$ cat src/pkg/rpc_pkg.sv
// Purpose: constants for the reset and phy power controller
// Assumes: 40 MHz ref_clk
// Notes: register offsets are word indices on the plain register port
package rpc_pkg;
  localparam int unsigned ClkMhz = 40;
  // times in their own units
  localparam int unsigned PorTimeUs = 22000;
  localparam int unsigned SoftRstTimeUs = 2;
  localparam int unsigned PhyRstTimeUs = 100;
  localparam int unsigned WakeTimeUs = 1000;
  localparam int unsigned EepProbeTimeUs = 50;
  localparam int unsigned PorCycles = PorTimeUs * ClkMhz;
  localparam int unsigned SoftRstCycles = SoftRstTimeUs * ClkMhz;
  localparam int unsigned PhyRstCycles = PhyRstTimeUs * ClkMhz;
  localparam int unsigned WakeCycles = WakeTimeUs * ClkMhz;
  localparam int unsigned EepProbeCycles = EepProbeTimeUs * ClkMhz;
  localparam int CntW = 20;
  localparam int AddrW = 4;
  // register offsets
  localparam logic [3:0] RegHwCfg = 4'h0;
  localparam logic [3:0] RegPmCtrl = 4'h1;
  localparam logic [3:0] RegWakeTest = 4'h2;
  localparam logic [3:0] RegEepCmd = 4'h3;
  localparam logic [3:0] RegPhyBasic = 4'h4;
  localparam logic [3:0] RegPhyStatus = 4'h5;
  localparam logic [3:0] RegPhyMode = 4'h6;
  localparam logic [3:0] RegPhyIntSrc = 4'h7;
  localparam logic [3:0] RegPhyIntMask = 4'h8;
  localparam logic [3:0] RegResetSts = 4'h9;
  // field positions
  localparam int BitSoftRst = 0;
  localparam int BitReady = 0;
  localparam int BitPhyRst = 10;
  localparam int BitPmModeLo = 12;
  localparam int BitBasicRst = 15;
  localparam int BitBasicPwrDn = 11;
  localparam int BitLinkUp = 2;
  localparam int BitEdPwrDn = 13;
  localparam int BitEnergyNow = 1;
  localparam int BitEnergyOn = 1;
  localparam int BitEepBusy = 31;
  // reset values
  localparam logic [1:0] PmModeD0 = 2'h0;
  localparam logic [31:0] ZeroWord = 32'h0;
endpackage

$ cat src/logic/rpc_timer.sv
// Purpose: one-shot cycle timer used by each reset stretch
// Assumes: same clock as caller
// Notes: start reloads the count, done pulses once at expiry
`timescale 1ns/1ps
module rpc_timer (
  input wire logic ref_clk,
  input wire logic reset,
  input wire logic start,
  input wire logic [rpc_pkg::CntW-1:0] load,
  output logic busy,
  output logic done
);
  import rpc_pkg::*;
  logic [CntW-1:0] cnt_q, cnt_d;
  logic busy_q, busy_d, done_q, done_d;
  always_comb begin
    cnt_d = cnt_q;
    busy_d = busy_q;
    done_d = 1'b0;
    if (start) begin
      cnt_d = load;
      busy_d = 1'b1;
    end else if (busy_q) begin
      if (cnt_q <= CntW'(1)) begin
        busy_d = 1'b0;
        done_d = 1'b1;
      end
      cnt_d = cnt_q - CntW'(1);
    end
  end
  always_ff @(posedge ref_clk) begin
    if (reset) begin
      cnt_q <= '0;
      busy_q <= 1'b0;
      done_q <= 1'b0;
    end else begin
      cnt_q <= cnt_d;
      busy_q <= busy_d;
      done_q <= done_d;
    end
  end
  assign busy = busy_q;
  assign done = done_q;
endmodule

$ cat src/logic/rpc_reset_ctrl.sv
// Purpose: chip reset sequencer with phy energy-detect power-down
// Assumes: 40 MHz ref_clk, plain register port, read data one cycle late
// Notes: long counts are parameters so simulation can shorten them
// How it works
// - 17.13 set enables energy-detect power-down
// - no energy: phy off, transmit off
// - energy returns: power up, set energy flag
// - enabled energy flag raises host interrupt
// - wake-causing packets may be dropped
// - 17.13 clear keeps phy powered unless basic bit 11 set
// - pin/power reset hits every domain, reloads
// - soft reset spares pll, phy, straps, exempt
// - pm control bit 10 resets phy, clears
// - basic control bit 15 resets phy, self-clears
// - power-on timer holds reset, ready low
// - reset pin low: full reset, ready low
// - reset pin idles inactive when unconnected
// - wake test write sets ready within 2ms
// - config bit 0 soft reset, self-clears ~2us
// - eeprom probe after full/soft reset, busy
// - after phy reset hold tx until link
// - basic bit 11 powers down; clear resets
//
// Design decisions made here: the register offsets and the plain strobed port.
`timescale 1ns/1ps
module rpc_reset_ctrl #(
  parameter logic [19:0] POR_CYCLES = 20'(rpc_pkg::PorCycles),
  parameter logic [19:0] WAKE_CYCLES = 20'(rpc_pkg::WakeCycles)
) (
  input wire logic ref_clk,
  input wire logic reset,
  input wire logic hwResetInN,
  input wire logic [rpc_pkg::AddrW-1:0] regAddr,
  input wire logic [31:0] regWrData,
  input wire logic regWrStb,
  input wire logic regRdStb,
  output logic [31:0] regRdData,
  input wire logic linePulse,
  input wire logic linkUp,
  input wire logic txPending,
  input wire logic [1:0] pmModeReq,
  output logic pllRst,
  output logic hostBusRst,
  output logic exemptRst,
  output logic miiRst,
  output logic macRst,
  output logic phyRst,
  output logic phyPowered,
  output logic txAllowed,
  output logic strapLatch,
  output logic eepBusy,
  output logic phyIrq,
  output logic ready
);
  import rpc_pkg::*;
  // pin sync; the pad pull-up keeps an open pin at 1
  logic pinS1_q, pinS2_q;
  always_ff @(posedge ref_clk) begin
    pinS1_q <= hwResetInN;
    pinS2_q <= pinS1_q;
  end
  // pin low counts as reset until synchronised high
  logic pinLow;
  assign pinLow = ~pinS2_q;
  logic fullTrig, porBusy, porDone;
  logic softTrig, softBusy, softDone;
  logic phyTrig, phyBusy, phyDone;
  logic wakeTrig, wakeBusy, wakeDone;
  logic eepTrig, eepBusyT, eepDone;
  logic porInit_q;
  always_ff @(posedge ref_clk) begin
    if (reset) porInit_q <= 1'b1;
    else porInit_q <= 1'b0;
  end
  // power-on or pin reset restarts the long stretch
  assign fullTrig = porInit_q | pinLow;
  rpc_timer u_por (.ref_clk(ref_clk), .reset(1'b0), .start(fullTrig),
    .load(POR_CYCLES), .busy(porBusy), .done(porDone));
  rpc_timer u_soft (.ref_clk(ref_clk), .reset(reset), .start(softTrig),
    .load(20'(SoftRstCycles)), .busy(softBusy), .done(softDone));
  rpc_timer u_phy (.ref_clk(ref_clk), .reset(reset), .start(phyTrig),
    .load(20'(PhyRstCycles)), .busy(phyBusy), .done(phyDone));
  rpc_timer u_wake (.ref_clk(ref_clk), .reset(reset), .start(wakeTrig),
    .load(WAKE_CYCLES), .busy(wakeBusy), .done(wakeDone));
  rpc_timer u_eep (.ref_clk(ref_clk), .reset(reset), .start(eepTrig),
    .load(20'(EepProbeCycles)), .busy(eepBusyT), .done(eepDone));
  logic fullRst;
  assign fullRst = fullTrig | porBusy;
  // software state
  logic softBit_q, softBit_d, phyRstBit_q, phyRstBit_d;
  logic basicRst_q, basicRst_d, pwrDn_q, pwrDn_d;
  logic edEn_q, edEn_d, enFlag_q, enFlag_d, enMask_q, enMask_d;
  logic asleep_q, asleep_d, lastFull_q, txHold_q, txHold_d;
  logic [31:0] rd_d, rd_q;
  logic pwrUpRst, wrHit;
  logic [3:0] wa;
  assign wa = regAddr;
  // wake write is the only write honoured while asleep
  assign wrHit = regWrStb & (~asleep_q | (wa == RegWakeTest));
  assign softTrig = wrHit & (wa == RegHwCfg) & regWrData[BitSoftRst];
  // clearing general power-down restarts the phy
  assign pwrUpRst = wrHit & (wa == RegPhyBasic) & pwrDn_q
    & ~regWrData[BitBasicPwrDn];
  assign phyTrig = (wrHit & (wa == RegPmCtrl) & regWrData[BitPhyRst])
    | (wrHit & (wa == RegPhyBasic) & regWrData[BitBasicRst])
    | pwrUpRst;
  assign wakeTrig = asleep_q & regWrStb & (wa == RegWakeTest);
  // probe after full or soft reset ends
  assign eepTrig = (lastFull_q & ~fullRst) | softDone;
  always_ff @(posedge ref_clk) begin
    lastFull_q <= fullRst;
  end
  always_comb begin
    softBit_d = softBusy | softTrig ? 1'b1 : 1'b0;
    phyRstBit_d = phyRstBit_q;
    basicRst_d = basicRst_q;
    pwrDn_d = pwrDn_q;
    edEn_d = edEn_q;
    enMask_d = enMask_q;
    enFlag_d = enFlag_q;
    asleep_d = asleep_q;
    txHold_d = txHold_q;
    if (wrHit && wa == RegPmCtrl && regWrData[BitPhyRst]) phyRstBit_d = 1'b1;
    if (wrHit && wa == RegPhyBasic) begin
      if (regWrData[BitBasicRst]) basicRst_d = 1'b1;
      pwrDn_d = regWrData[BitBasicPwrDn];
    end
    if (phyDone) begin
      phyRstBit_d = 1'b0;
      basicRst_d = 1'b0;
    end
    if (wrHit && wa == RegPhyMode) edEn_d = regWrData[BitEdPwrDn];
    if (wrHit && wa == RegPhyIntMask) enMask_d = regWrData[BitEnergyOn];
    // set beats clear in the same cycle
    if (wrHit && wa == RegPhyIntSrc && regWrData[BitEnergyOn])
      enFlag_d = 1'b0;
    if (edEn_q && linePulse && !phyPowered) enFlag_d = 1'b1;
    if (wrHit && wa == RegPmCtrl && regWrData[13:12] != PmModeD0)
      asleep_d = 1'b1;
    if (pmModeReq != PmModeD0) asleep_d = 1'b1;
    if (wakeDone) asleep_d = 1'b0;
    if (phyTrig) txHold_d = 1'b1;
    else if (linkUp) txHold_d = 1'b0;
    rd_d = ZeroWord;
    if (regRdStb) begin
      unique case (wa)
        RegHwCfg: rd_d[BitSoftRst] = softBit_q;
        RegPmCtrl: begin
          rd_d[BitReady] = ready;
          rd_d[BitPhyRst] = phyRstBit_q;
        end
        RegEepCmd: rd_d[BitEepBusy] = eepBusy;
        RegPhyBasic: begin
          rd_d[BitBasicRst] = basicRst_q;
          rd_d[BitBasicPwrDn] = pwrDn_q;
        end
        RegPhyStatus: rd_d[BitLinkUp] = linkUp;
        RegPhyMode: begin
          rd_d[BitEdPwrDn] = edEn_q;
          rd_d[BitEnergyNow] = linePulse;
        end
        RegPhyIntSrc: rd_d[BitEnergyOn] = enFlag_q;
        RegPhyIntMask: rd_d[BitEnergyOn] = enMask_q;
        RegResetSts: rd_d[5:0] = {softBusy, phyBusy, wakeBusy, eepBusyT,
          porBusy, asleep_q};
        default: rd_d = ZeroWord;
      endcase
    end
    if (asleep_q && wa != RegPmCtrl) rd_d = ZeroWord;
  end
  always_ff @(posedge ref_clk) begin
    if (reset) begin
      softBit_q <= 1'b0;
      phyRstBit_q <= 1'b0;
      basicRst_q <= 1'b0;
      pwrDn_q <= 1'b0;
      edEn_q <= 1'b0;
      enMask_q <= 1'b0;
      enFlag_q <= 1'b0;
      asleep_q <= 1'b0;
      txHold_q <= 1'b1;
      rd_q <= ZeroWord;
    end else if (fullRst) begin
      // pin and power reset clear exempt state too
      softBit_q <= 1'b0;
      phyRstBit_q <= 1'b0;
      basicRst_q <= 1'b0;
      pwrDn_q <= 1'b0;
      edEn_q <= 1'b0;
      enMask_q <= 1'b0;
      enFlag_q <= 1'b0;
      asleep_q <= 1'b0;
      txHold_q <= 1'b1;
      rd_q <= rd_d;
    end else begin
      softBit_q <= softBit_d;
      phyRstBit_q <= phyRstBit_d;
      basicRst_q <= basicRst_d;
      pwrDn_q <= pwrDn_d;
      edEn_q <= edEn_d;
      enMask_q <= enMask_d;
      enFlag_q <= enFlag_d;
      asleep_q <= asleep_d;
      txHold_q <= txHold_d;
      rd_q <= rd_d;
    end
  end
  assign regRdData = rd_q;
  // energy gating: phy sleeps with no line energy while 17.13 set, or on basic bit 11 power-down
  logic pwr_d, pwr_q;
  always_comb begin
    pwr_d = 1'b1;
    if (edEn_q && !linePulse) pwr_d = 1'b0;
    if (pwrDn_q) pwr_d = 1'b0;
  end
  // outputs, all registered
  logic [11:0] out_d, out_q;
  always_comb begin
    out_d[0] = fullRst;
    out_d[1] = fullRst | softBusy | softTrig;
    out_d[2] = fullRst;
    out_d[3] = fullRst | softBusy | softTrig;
    out_d[4] = fullRst | softBusy | softTrig;
    out_d[5] = fullRst | phyBusy | phyTrig;
    out_d[6] = pwr_d & ~fullRst; // state kept, no reset on wake
    // queued frames wait for link; wake frames may drop
    out_d[7] = ~txHold_q & linkUp & txPending & pwr_q;
    out_d[8] = lastFull_q & ~fullRst; // straps latched at release
    out_d[9] = fullRst | eepBusyT | eepTrig;
    out_d[10] = enFlag_q & enMask_q;
    // ready low through full or soft reset or sleep, not phy reset
    out_d[11] = ~(fullRst | softBusy | softTrig | asleep_q);
  end
  always_ff @(posedge ref_clk) begin
    if (reset) begin
      // resets high, phy unpowered, ready low while held
      out_q <= 12'h03f;
      pwr_q <= 1'b0;
    end else begin
      out_q <= out_d;
      pwr_q <= pwr_d;
    end
  end
  assign pllRst = out_q[0];
  assign hostBusRst = out_q[1];
  assign exemptRst = out_q[2];
  assign miiRst = out_q[3];
  assign macRst = out_q[4];
  assign phyRst = out_q[5];
  assign phyPowered = out_q[6];
  assign txAllowed = out_q[7];
  assign strapLatch = out_q[8];
  assign eepBusy = out_q[9];
  assign phyIrq = out_q[10];
  assign ready = out_q[11];
endmodule

$ cat config.mk
export PLATFORM = sky130hd
export DESIGN_NAME = rpc_reset_ctrl
export DESIGN_NICKNAME = d
export VERILOG_FILES = /design/src/pkg/rpc_pkg.sv /design/src/logic/rpc_timer.sv /design/src/logic/rpc_reset_ctrl.sv
export SDC_FILE = /design/constraint.sdc
export NUM_CORES = 1
export LEC_CHECK = 0
export BUFFER_PORTS_ARGS = -buffer_cell sky130_fd_sc_hd__clkbuf_2
export CORE_MARGIN = 2
export CORE_UTILIZATION = 60
export CTS_CLUSTER_DIAMETER = 60
export CTS_CLUSTER_SIZE = 28
export DETAILED_ROUTE_END_ITERATION = 6
export HOLD_SLACK_MARGIN = 0.15
export PLACE_DENSITY = 0.88
export SYNTH_ARGS = -nofsm -noshare
export SYNTH_HDL_FRONTEND = slang
export SYNTH_SLANG_ARGS = --single-unit
$ cat constraint.sdc
create_clock -name ref_clk -period 3.8 [get_ports ref_clk]
set_input_delay 0.76 -clock ref_clk [delete_from_list [all_inputs] [get_ports ref_clk]]
set_output_delay 0.76 -clock ref_clk [all_outputs]
set_load 0.05 [all_outputs]
* Word level (Yosys, flattened, before mapping)
Index checks and enable logic that the tools add are counted.
Widths: inputs -> output; s select.
** Storage, ports and cells
- Register bits :: 166
- Bits in latches :: 0
- Bits in writable memories :: 0
- ROM bits :: 0
- Bits of input ports :: 46
- Output and inout port bits :: 44
- Word-level logic and storage cells :: 183
- Memories kept :: 0
** Operators by class
- Add/sub/neg operators :: 5
- $mul :: 0
- Div/mod/pow operators :: 0
- Order comparisons :: 5
- Equal/unequal tests :: 10
- Shift operators :: 0
- Mux-type cells :: 36
- Bitwise gates (word level) :: 46
- Reduce and logical (&&, ||, !) cells :: 42
** Operator list (number)
- $le 20x1->1 const B :: 5
- $sub 20x1->20 const B :: 5
- $mux 16 :: 2
- $mux 1 :: 25
- $mux 12 :: 2
- $mux 11 :: 2
- $reduce_or 3->1 :: 7
- $reduce_or 4->1 :: 5
- $and 1x1->1 :: 17
- $eq 4x3->1 const B :: 4
- $reduce_bool 2->1 :: 8
- $not 1->1 :: 15
- $mux 7 :: 2
- $or 1x1->1 :: 14
- $logic_and 1x1->1 :: 12
- $reduce_or 2->1 :: 6
- $eq 4x2->1 const B :: 2
- $eq 4x4->1 const B :: 2
- $eq 4x1->1 const B :: 1
- $logic_not 4->1 :: 1
- $ne 4x1->1 const B :: 1
- $pmux 1 s4 :: 1
- $pmux 1 s3 :: 1
- $logic_not 1->1 :: 2
- 2 further kinds :: 2

* Depth between registers and ports, before layout
Gate-level depths: netlist (run 1).
- Word-level depth :: 8
- Mapped depth :: 7
- Depth with buffers taken out :: 6

* Modules after synthesis
Synthesis (run 1) repeated with hierarchy kept, for this count alone.
** Second synthesis, totals
- Cells, all modules :: 870
- Area total of the unflattened synthesis :: 7586.0 sq um
** By module, submodules not included
- rpc_timer at u_eep ... :: times used 3, cells each 143, area each 1212.4 sq um, sequential area each 440.4 sq um
- rpc_timer at u_soft ... :: times used 2, cells each 143, area each 1231.2 sq um, sequential area each 440.4 sq um
- rpc_reset_ctrl :: times used 1, cells each 155, area each 1486.4 sq um, sequential area each 680.7 sq um

* Worst setup path after synthesis (run 1)
No wires, ideal clock.
- Path type :: input to register
- Start :: input regAddr[1] in the netlist's numbering
- End :: register u_phy.cnt_q[0]
- Setup time :: 0.128 ns
- Arrival :: 2.011 ns
- Required time :: 3.672 ns
- Path slack :: 1.661 ns
- Stages on the path :: 5
- Buffers on the path :: 2
- Cell sequence :: nor4b_1 > clkbuf_1 > a311o_1 > clkbuf_1 > nor2_1
** On the way
- Longest elaborated chain between the ends :: 8
- Elaborated cells between the ends (all ways) :: 14
- Those cells by class :: 3 x eq/ne; 10 x bitwise; 1 x reduce/logical
** Ends and longest elaborated chain
- start, declared :: RTL line rpc_reset_ctrl.sv:33 : input wire logic [rpc_pkg::AddrW-1:0] regAddr,
- $eq 4x2->1 :: RTL line rpc_reset_ctrl.sv:99 : assign wrHit = regWrStb & (~asleep_q | (wa == RegWakeTest));
- $or 1x1->1 :: RTL line rpc_reset_ctrl.sv:99
- $and 1x1->1 :: RTL line rpc_reset_ctrl.sv:99
- $and 1x1->1 (on tied branches) (2 in series) :: RTL line rpc_reset_ctrl.sv:104, rpc_reset_ctrl.sv:102, rpc_reset_ctrl.sv:105
- $or 1x1->1 / $and 1x1->1 (equally long branches) :: RTL line rpc_reset_ctrl.sv:105, rpc_reset_ctrl.sv:103
- $or 1x1->1 (*) :: RTL line rpc_reset_ctrl.sv:106 : | pwrUpRst;
- $reduce_or 2->1 (no source line) (*)
- end signal, assigned :: RTL line rpc_timer.sv:37 : cnt_q <= cnt_d;
- end, declared :: RTL line rpc_timer.sv:14 : logic [CntW-1:0] cnt_q, cnt_d;
Every way passes the cells marked *; elsewhere a longest branch is shown, timed or not.
A chain may end at the register's enable or synchronous reset.

* Final worst setup path (run 1)
- Start :: register u_wake.cnt_q[6]
- End :: register u_wake.cnt_q[15]
** On the way
- Longest elaborated chain between the ends :: 3
** Ends and longest elaborated chain
- start, declared :: RTL line rpc_timer.sv:14
- start signal, assigned :: RTL line rpc_timer.sv:37
- $sub 20x1->20 :: RTL line rpc_timer.sv:28 : cnt_d = cnt_q - CntW'(1);
- $mux 16 :: RTL line rpc_timer.sv:23 : end else if (busy_q) begin
- $mux 16 :: RTL line rpc_timer.sv:20 : if (start) begin
No other way between the ends. The select of a mux whose other input is x is not followed.

==> impl_metrics.json, run 1 <==
{
  "skew_ps": 5.52,
  "fin_util": 0.698,
  "min_period_ps": 2330,
  "viasPerCell": 5.95,
  "endpoint_kind": "register",
  "r2r_cells": 4,
  "synth-main-ff-cell": "dfxtp_1",
  "final_cell_mix": "142 x dfxtp_1, 76 x nor2_1, 44 x a21oi_1, 43 x clkbuf_2, 35 x nand2_1",
  "detail_route.wl_per_cell_microns": 16.1,
  "synth_cell_types": 62,
  "track_usage": 0.259,
  "numCtsBuffers": 17,
  "worstSetupStartpoint": "u_wake.cnt_q[6]$_SDFFE_PP0P_",
  "drive_gt1_frac": 0.139,
  "synth-simple-area-share": 0.276,
  "multiInputGateArea_sq_um": 3180,
  "netlist_instances": 698,
  "h-tree-depth": 4,
  "finalSetupViolations": 0,
  "synth_area_leader_cell": "dfxtp_1",
  "hold_viol_final": 0,
  "root_buffer": "clkbuf_8",
  "wirelength_mm": 14.3,
  "netlist.area_leader.share": 0.451,
  "area_delta_synth_final_pct": 13.8,
  "synth-adder-area-share": 0.0198,
  "crit_arrival_ps": 2790,
  "crit_type": "reg -> reg",
  "portBuffers": 43,
  "start_util": 0.613,
  "r2r-end": "u_wake.cnt_q[15]$_SDFFE_PP0P_",
  "hold_buffers": 0,
  "grt_pass1_vias": 5005,
  "synth_top_family_by_area": "simple AND/OR/NAND/NOR gates",
  "fp.dieW_microns": 107,
  "dpl_cell_area_sq_um": 6530,
  "synth.avg_cell_area_sq_um": 9.03,
  "dr.pass1.iters": 5,
  "ys_seq_area_frac": 0.451,
  "synthTopCellsByArea": "dfxtp_1 45%, nor2_1 4.5%, xnor2_1 3.9%, xor2_1 3.9%, a21oi_1 3.5%",
  "boundaryPins": 90,
  "clk_latency_ps": 530,
  "synth-edff-count": 0,
  "crit_end": "u_wake.cnt_q[15]$_SDFFE_PP0P_",
  "rsz0062_at_grt": "no",
  "min-delay-path-class": "in -> reg",
  "whs_ps": 329,
  "worstReg2RegStart": "u_wake.cnt_q[6]$_SDFFE_PP0P_",
  "ant_nets": 0,
  "post_cts_buffers": 0,
  "timing.fmax_ghz": 0.429,
  "leakagePower_nw": 2.77,
  "syn-cell-area_sq_um": 6300,
  "fin_nets": 792,
  "fin_area_sq_um": 7180,
  "required_ps": 4260,
  "fp.dieArea_sq_um": 11300,
  "cts_num_sinks": 142,
  "post_cts_resized": 0,
  "power-per-cell-area_nw_per_um2": 497,
  "drc": 0,
  "clockBufferDepth": 2,
  "tns_ps": 0,
  "final_common_cell": "dfxtp_1",
  "async_reset_ff_frac": 0,
  "slew_headroom": 0.419,
  "num-fill-cells": 745,
  "clkTransAtPathRegs_ps": 60,
  "core-area_sq_um": 10300,
  "critPathLaunchType": "register",
  "register_area_sq_um": 2840,
  "worst_ir_drop_vdd_mv": 0.433,
  "rows": 37,
  "total_power_mw": 3.57,
  "synth-compound-area-share": 0.109,
  "grt_start_max_net_pins": 21,
  "period_share": 0.613,
  "synth_seq_cells": 142,
  "cts_tree": "done",
  "synth_warnings": 0,
  "slew_viol_final": 0,
  "synthXorXnorAreaFrac": 0.0778,
  "dp_hpwl_mm": 9.72,
  "r2r_setup_slack_ps": 1470,
  "antenna_found_initial": 0,
  "path_max_fanout": 11,
  "grt_pass1_wl_mm": 23.1,
  "die_y_microns": 107,
  "status": "finished, final reports clean",
  "gp_congestion": 0.818,
  "drt_iter0_markers": 316,
  "routed-via-count": 5264,
  "tightestPinTransition_ps": 870,
  "synthMuxAreaShare": 0.00833,
  "maxCapViolCount": 0,
  "antenna_cells": 0,
  "overflow": 0
}
-- synthesized netlist by cell type (4+ instances only) --
cell and count:
clkbuf_1 20, o21ai_0 15, nand3b_1 6, nor4_1 20, nor4b_1 7, dfxtp_1 142
buf_4 24, xor2_1 28, nor3_1 16, or2_2 8, a211oi_1 7, xnor2_1 28
o211ai_1 8, nand2_1 35, nand3_1 22, ha_1 10, nor2_1 76, a21oi_1 44
nand4_1 14, and4_1 5, and3_1 9, nor2b_1 7, or3_1 22, a31oi_1 8
inv_1 20, or4_1 23, or4_2 4, o31ai_1 17
-- worst max-delay path, cell delays in order, from the launching register on --
cell	delay [ps]
dfxtp_1	340
nor4_2	560
nand4_1	500
or4_2	680
a31oi_1	180
-- per-stage QoR --
stage	setup WS (ps)	std cells
floorplan	1660	718
global placement	1210	853
detailed placement	1160	853
CTS	1510	885
global route	1240	885
finish	1470	885
-- layout make-up --
cell class              instances  share of cell area
repair buffers                 48              0.0352
well taps                     136              0.0237
flip-flops and latches        142               0.396
clock buffers                  21              0.0612
inverters                      21              0.0110
multi-input cells             506               0.443
clock inverters                11              0.0295
-- state kept, by name, indices dropped and copies added, names as in the netlist, 9 cells and up --
signal,flops
out_q,9
u_phy.cnt_q,20
u_eep.cnt_q,20
u_wake.cnt_q,20
u_soft.cnt_q,20
regRdData,11
u_por.cnt_q,20
-- routing by layer --
metal,global-route usage,vias up,share of wire,wire [microns]
li1,-,2557,-,-
met4,0.103,0,0.021,297
met2,0.438,157,0.50,7140
met3,0.0785,27,0.057,814
met1,0.308,2523,0.42,6040
met5,0,-,0,0
-- report_power, final --
part	total, mW	internal [mW]	switching (mW)
registers	1.53	1.51	0.0207
logic	0.200	0.0591	0.141
clock network	1.84	1.22	0.626
total	3.57	2.78	0.788
-- how the worst min path moves through the flow --
stage	start	slack (ps)	depth (start not counted)	endpoint
final	hwResetInN	330	1	pinS1_q$_DFF_P_
after CTS	hwResetInN	310	1	pinS1_q$_DFF_P_
after detailed placement	pinS1_q$_DFF_P_	350	0	pinS2_q$_DFF_P_
after global routing	hwResetInN	310	1	pinS1_q$_DFF_P_
after floorplan	pinS1_q$_DFF_P_	310	0	pinS2_q$_DFF_P_
after global placement	pinS1_q$_DFF_P_	350	0	pinS2_q$_DFF_P_
-- kinds of logic after synthesis --
kind of cell | Yosys count
adder cells (fa/ha/maj) | 10
flip-flops | 142
multiplexers | 5
AO/OA/AOI/OAI | 111
other | 1
XOR/XNOR | 56
AND/OR/NAND/NOR | 303
buffers and inverters | 70
No activity file was read; power rests on OpenSTA's default activity.
==> run 2: changes to the inputs <==
--- a/config.mk
+++ b/config.mk
@@ -5,14 +5,15 @@
 export SDC_FILE = /design/constraint.sdc
 export NUM_CORES = 1
 export LEC_CHECK = 0
+export ABC_AREA = 1
 export BUFFER_PORTS_ARGS = -buffer_cell sky130_fd_sc_hd__clkbuf_2
 export CORE_MARGIN = 2
-export CORE_UTILIZATION = 60
+export CORE_UTILIZATION = 53
 export CTS_CLUSTER_DIAMETER = 60
 export CTS_CLUSTER_SIZE = 28
 export DETAILED_ROUTE_END_ITERATION = 6
 export HOLD_SLACK_MARGIN = 0.15
-export PLACE_DENSITY = 0.88
+export PLACE_DENSITY = 0.82
 export SYNTH_ARGS = -nofsm -noshare
 export SYNTH_HDL_FRONTEND = slang
 export SYNTH_SLANG_ARGS = --single-unit
==> constraint.sdc (replaced) <==
create_clock -name ref_clk -period 2 [get_ports ref_clk]
set_input_delay 0.4 -clock ref_clk [delete_from_list [all_inputs] [get_ports ref_clk]]
set_output_delay 0.4 -clock ref_clk [all_outputs]
set_load 0.05 [all_outputs]
==> run 2 against run 1 <==
Effect of this change:
- via count increased by 23%
- combinational power increased by 110%
- power increased by 78%
- wire length increased by 12%
- synthesized area increased by 13%
- first-iteration DRC count increased by 80%
- critical endpoint is now u_wake.cnt_q[14]$_SDFFE_PP0P_
- largest cell class unchanged
- highest routed layer unchanged
==> impl_metrics.json, run 2 <==
{
  "detail_route.wl_per_cell_microns": 12.5,
  "viasPerCell": 5.10,
  "antenna_cells": 0,
  "hold_end": "out_q[7]$_SDFF_PP0_",
  "critPathMostFrequentCell": "nor2_1",
  "ys_seq_area_frac": 0.401,
  "netlist.area_leader.share": 0.401,
  "synth_area_leader_cell": "dfxtp_1",
  "clkTransAtPathRegs_ps": 60,
  "min_from": "txPending",
  "overflow": 0,
  "final_cell_mix": "204 x nor2_1, 182 x nand2_1, 143 x inv_1, 142 x dfxtp_1, 76 x nand3_1",
  "worstReg2RegStart": "u_wake.cnt_q[1]$_SDFFE_PP0P_",
  "synth-main-ff-cell": "dfxtp_1",
  "grt_pass1_wl_mm": 26.9,
  "required_ps": 2330,
  "synth_seq_cells": 142,
  "synth_cell_types": 44,
  "grt_start_max_net_pins": 17,
  "status": "finished, final reports clean",
  "path_max_fanout": 5,
  "slowest_stage": "dfxtp_1",
  "wirelength_mm": 16.0,
  "rsz0062_at_grt": "no",
  "cts_num_sinks": 142,
  "path_cells": "inv_1 -> ha_1 -> nand2_1 -> nor2_1 -> nand3_1 -> nor2_1 -> nor2_1 -> nor3b_1",
  "clockBufferDepth": 2,
  "top_layer_used": "met4",
  "hold_viol_final": 0,
  "crit_arrival_ps": 1960,
  "wl_met2_mm": 7.54,
  "maxCapViolCount": 0,
  "skew_ps": 5.52,
  "antenna_found_initial": 1,
  "critPathLaunchType": "register",
  "slew_headroom": 0.624,
  "worst_ir_drop_vdd_mv": 0.726,
  "final_common_cell": "nor2_1",
  "min_period_ps": 1630,
  "leakagePower_nw": 3.70,
  "area_delta_synth_final_pct": 12.9,
  "rows": 42,
  "portBuffers": 43,
  "boundaryPins": 90,
  "crit_type": "reg -> reg",
  "tightestPinTransition_ps": 560,
  "ant_nets": 0,
  "fp.dieW_microns": 120,
  "track_usage": 0.234,
  "gp_congestion": 0.976,
  "synthTopCellsByCount": "204 x nor2_1, 182 x nand2_1, 143 x inv_1",
  "timing.fmax_ghz": 0.614,
  "cts_tree": "done",
  "fin_nets": 1140,
  "post-synth-top-count-cell": "nor2_1",
  "whs_ps": 245,
  "synth_warnings": 0,
  "synthTopCellsByArea": "dfxtp_1 40%, nor2_1 11%, nand2_1 9.6%, inv_1 7.6%, nand3_1 5.4%",
  "fp.dieArea_sq_um": 14300,
  "r2r_cells": 8,
  "slowest_delay_ps": 330,
  "endpoint_kind": "register",
  "post_cts_resized": 0,
  "grt_pass1_vias": 6042,
  "netlist_instances": 1026,
  "period_share": 0.814,
  "drive_gt1_frac": 0.111,
  "finalSetupViolations": 0,
  "wl_met1_mm": 7.12,
  "clk_latency_ps": 420,
  "h-tree-depth": 4,
  "dp_hpwl_mm": 11.7,
  "power-per-cell-area_nw_per_um2": 794,
  "die_y_microns": 120,
  "synth-edff-count": 0,
  "drc": 0,
  "drt_iter0_markers": 570,
  "routed-via-count": 6490,
  "num-fill-cells": 1190,
  "slew_viol_final": 0,
  "async_reset_ff_frac": 0,
  "min-delay-path-class": "in -> reg",
  "r2r-end": "u_wake.cnt_q[14]$_SDFFE_PP0P_",
  "syn-cell-area_sq_um": 7100,
  "dr.pass1.iters": 5,
  "start_util": 0.540,
  "holdPathStages": 3,
  "numCtsBuffers": 17,
  "core-area_sq_um": 13100,
  "root_buffer": "clkbuf_16",
  "r2r_setup_slack_ps": 370,
  "tns_ps": 0,
  "met3_length_microns": 883,
  "synth.avg_cell_area_sq_um": 6.92
}
run 2: cell types whose count changed after synthesis, moves of 21 or more:
cell | before | now
or3_1 | 22 | 0
inv_1 | 20 | 143
nand2_1 | 35 | 182
or4_1 | 23 | 0
nor2_1 | 76 | 204
xnor2_1 | 28 | 4
o21ai_0 | 15 | 36
nand3_1 | 22 | 76
run 2: critical path: cells and delay by family, from the launching register on:
kind / cells / cell delay, ps
and+or+nand+nor: 6 / 920
buffers and inverters: 1 / 110
adders and majority gates: 1 / 180
DFF: 1 / 330
run 2: worst max-delay path by stage:
stage	slack [ps]	start	cells after the start	endpoint
floorplan	640	regAddr[3]	7	u_phy.cnt_q[4]$_SDFFE_PP0P_
global placement	310	regAddr[2]	8	u_soft.cnt_q[5]$_SDFFE_PP0P_
detailed placement	220	reset	5	u_wake.cnt_q[18]$_SDFFE_PP0P_
CTS	370	u_por.busy$_SDFF_PP1_	6	u_eep.cnt_q[17]$_SDFFE_PP0P_
global route	140	u_por.cnt_q[0]$_SDFFE_PP0P_	11	u_por.cnt_q[16]$_SDFFE_PP1P_
finish	370	u_wake.cnt_q[1]$_SDFFE_PP0P_	8	u_wake.cnt_q[14]$_SDFFE_PP0P_
run 2: logic make-up (layout without fill, tap and decap cells):
logic type | after synthesis | after routing | share of synthesized area
and+or+nand+nor | 559 | 559 | 0.355
AOI/OAI and AO/OA | 109 | 109 | 0.0855
DFF | 142 | 142 | 0.401
adders and majority gates | 10 | 10 | 0.0176
other | 1 | 21 | 0.000528
xor gates and xnor gates | 22 | 22 | 0.0272
buffers and inverters | 183 | 234 | 0.114
run 2: where the power goes:
| group | leakage (nW) | internal [mW] | switching, mW | total (mW) |
|---|---|---|---|---|
| Combinational | 2.27 | 0.106 | 0.314 | 0.420 |
| Sequential | 1.15 | 2.86 | 0.0258 | 2.89 |
| Clock | 0.285 | 1.92 | 1.14 | 3.06 |
| Total | 3.70 | 4.89 | 1.47 | 6.36 |
run 2: per-layer routing:
layer  vias to the layer above  global-route usage
met2                       155               0.388
met5                         -                   0
met4                         0               0.106
li1                       3332                   -
met1                      2974               0.286
met3                        29              0.0599
run 2: through the flow:
| step | instance area, sq um | utilization | cells | power, mW | setup slack, ps |
|---|---|---|---|---|---|
| 2_1_floorplan | 7170 | - | 1046 | 3.30 | 636 |
| 3_3_place_gp | 7430 | 0.566 | 1240 | 3.35 | 309 |
| 3_5_place_dp | 7430 | 0.566 | 1240 | 3.36 | 222 |
| 4_1_cts | 8010 | 0.610 | 1273 | 6.40 | 372 |
| 5_1_grt | 8010 | 0.610 | 1273 | 6.58 | 140 |
| 6_report | 8010 | 0.610 | 1273 | 6.36 | 371 |
run 2: layout make-up:
cell class                      count  area, sq um  area share
Multi-Input combinational cell    721         3520       0.439
Timing Repair Buffer               52          298      0.0372
Tap cell                          176          220      0.0275
Inverter                          150          563      0.0703
Clock buffer                       25          485      0.0606
Clock inverter                      7         85.1      0.0106
Sequential cell                   142         2840       0.355
run 2: what timing repair did:
action	4_1_cts	5_1_grt
endpoints found under the setup margin	0	0
buffers inserted	0	0
endpoints found under the hold margin	1	0
hold buffers	1	0
==> run 3: changes to the inputs <==
==> constraint.sdc (replaced) <==
create_clock -name ref_clk -period 1.35 [get_ports ref_clk]
set_input_delay 0.27 -clock ref_clk [delete_from_list [all_inputs] [get_ports ref_clk]]
set_output_delay 0.27 -clock ref_clk [all_outputs]
set_load 0.05 [all_outputs]
==> run 3 against run 2 <==
Effect of this change:
- the flow now finishes with violations (setup timing)
- sequential cell count stayed put
- sequential share of layout area is 6.1 points lower
- maximum frequency is 12% higher
- hold slack worse by 67 ps
- critical path depth is 1 lower
- combinational power is 120% higher
- cell count is 9.4% higher
- non-clock buffer count is 121 higher
- clock power is 55% higher
- final area is 22% higher
- clock-buffer cell count is 4 lower
- die area stayed put
- critical path type unchanged
- largest power group unchanged
- highest routed layer unchanged
==> impl_metrics.json, run 3 (same netlist as run 2, synthesis figures left out) <==
{
  "status": "finished, violations left",
  "violations": "setup timing",
  "viasPerCell": 5.32,
  "hold_end": "pwrDn_q$_SDFFE_PP0N_",
  "tightestPinTransition_ps": 486,
  "root_buffer": "clkbuf_16",
  "min_from": "regWrData[11]",
  "slew_viol_final": 0,
  "setup_slack_ps": -103,
  "top_usage_layer": "met2",
  "slew_headroom": 0.672,
  "worst_ir_drop_vdd_mv": 0.838,
  "h-tree-depth": 4,
  "ant_nets": 0,
  "die_y_microns": 120,
  "antenna_cells": 0,
  "r2r-end": "u_eep.cnt_q[14]$_SDFFE_PP0P_",
  "final_common_cell": "nand2_1",
  "track_usage": 0.258,
  "timing.fmax_ghz": 0.688,
  "fin_nets": 1261,
  "fp.dieW_microns": 120,
  "path_max_fanout": 4,
  "crit_type": "reg -> reg",
  "rows": 42,
  "fin_area_sq_um": 9780,
  "grt_pass1_wl_mm": 30.0,
  "grt_start_max_net_pins": 17,
  "power-per-cell-area_nw_per_um2": 1020,
  "critPathLaunchType": "register",
  "slowest_stage": "dfxtp_1",
  "skew_ps": 6.72,
  "cts_num_sinks": 142,
  "cts_tree": "done",
  "cp_num_buf_inv": 0,
  "start_util": 0.540,
  "drive_gt1_frac": 0.327,
  "path_depth": 7,
  "core-area_sq_um": 13100,
  "drc": 0,
  "dr.pass1.iters": 5,
  "hold_viol_final": 0,
  "clkTransAtPathRegs_ps": 60,
  "critPathMostFrequentCell": "nor2_1",
  "r2r_cells": 7,
  "overflow": 0,
  "detail_route.wl_per_cell_microns": 14.9,
  "grt_util_met2": 0.449,
  "period_share": 1.08,
  "leakagePower_nw": 4.47,
  "drt_iter0_markers": 743,
  "min_period_ps": 1450,
  "num-fill-cells": 864,
  "clockBufferDepth": 2,
  "grt_pass1_vias": 6772,
  "final_cell_mix": "158 x nand2_1, 152 x nor2_1, 124 x dfxtp_1, 123 x inv_1, 105 x buf_4",
  "path_delay_family": "simple AND/OR/NAND/NOR gates",
  "area_delta_synth_final_pct": 37.8,
  "endpoint_kind": "register",
  "dp_hpwl_mm": 12.5,
  "portBuffers": 43,
  "required_ps": 1670,
  "holdPathStages": 3,
  "boundaryPins": 90,
  "crit_arrival_ps": 1770,
  "fp.dieArea_sq_um": 14300,
  "routed-via-count": 7408,
  "wirelength_mm": 20.7,
  "slowest_delay_ps": 380,
  "finalSetupViolations": 18,
  "numCtsBuffers": 17,
  "met1_usage": 0.300,
  "maxCapViolCount": 0,
  "worstSetupStartpoint": "u_eep.cnt_q[2]$_SDFFE_PP0P_",
  "min-delay-path-class": "in -> reg",
  "dpl_cell_area_sq_um": 8190,
  "dpl_worst_slack_ps": -128,
  "path_cells": "nor2_1 -> nand2_1 -> nor2_1 -> nand2_1 -> nor2_1 -> xor2_1 -> nor2_1",
  "r2r_setup_slack_ps": -100,
  "antenna_found_initial": 0,
  "gp_congestion": 0.957,
  "clk_latency_ps": 420,
  "grtUsageMet3": 0.0499,
  "worstReg2RegStart": "u_eep.cnt_q[2]$_SDFFE_PP0P_",
  "rsz0062_at_grt": "yes"
}
## run 3: cell types whose count changed in the layout (fill, tap and decap cells not counted), moves of 15 or more
cell,delta
buf_4,+98
buf_6,+15
dfxtp_1,-18
inv_1,-20
inv_2,+16
nand2_1,-24
nor2_1,-52
nor2_2,+30
nor2_4,+22
## run 3: timing repair
action,CTS,global route
setup endpoints to repair,47,83
pin swaps,26,67
buffers inserted,8,13
hold endpoints to repair,6,0
hold buffers,7,0
resized for setup,71,179
## run 3: worst max path at each step
stage,end
finish,u_eep.cnt_q[14]$_SDFFE_PP0P_
global route,u_eep.cnt_q[18]$_SDFFE_PP0P_
CTS,u_eep.cnt_q[6]$_SDFFE_PP0P_
detailed placement,u_soft.cnt_q[5]$_SDFFE_PP0P_
global placement,u_soft.cnt_q[5]$_SDFFE_PP0P_
floorplan,u_por.cnt_q[16]$_SDFFE_PP1P_
## run 3: worst reg2reg max path, stage by stage, from the launching register on
cell and delay [ps]:
dfxtp_1 380, nor2_1 150, nand2_1 140, nor2_1 170, nand2_1 120, nor2_1 180
xor2_1 170, nor2_1 50
## run 3: routing by layer
metal / up-vias / share of wire
met5: - / 0
met2: 273 / 0.51
met4: 0 / 0.048
met3: 88 / 0.051
met1: 3465 / 0.39
li1: 3582 / -
## run 3: report_power, final
group / internal (mW) / switching [mW]
sequential: 4.23 / 0.0471
combinational: 0.330 / 0.593
clock: 2.98 / 1.76
## run 3: cell type report
| class | instances | area, sq um | share of cell area |
|---|---|---|---|
| inverters | 150 | 573 | 0.0586 |
| well taps | 176 | 220 | 0.0225 |
| flip-flops and latches | 142 | 2880 | 0.294 |
| repair buffers | 173 | 1330 | 0.136 |
| multi-input cells | 721 | 4180 | 0.427 |
| clock inverters | 10 | 139 | 0.0142 |
| clock buffers | 21 | 460 | 0.0471 |
## run 3: per-stage QoR
stage	utilization	power (mW)	TNS [ps]	instances	hold slack (ps)
floorplan	-	4.88	0	1046	298
global placement	0.623	5.09	-1760	1335	314
detailed placement	0.623	5.10	-3500	1335	315
CTS	0.693	9.85	-217	1381	157
global route	0.744	10.3	-3750	1393	185
finish	0.744	9.94	-728	1393	179
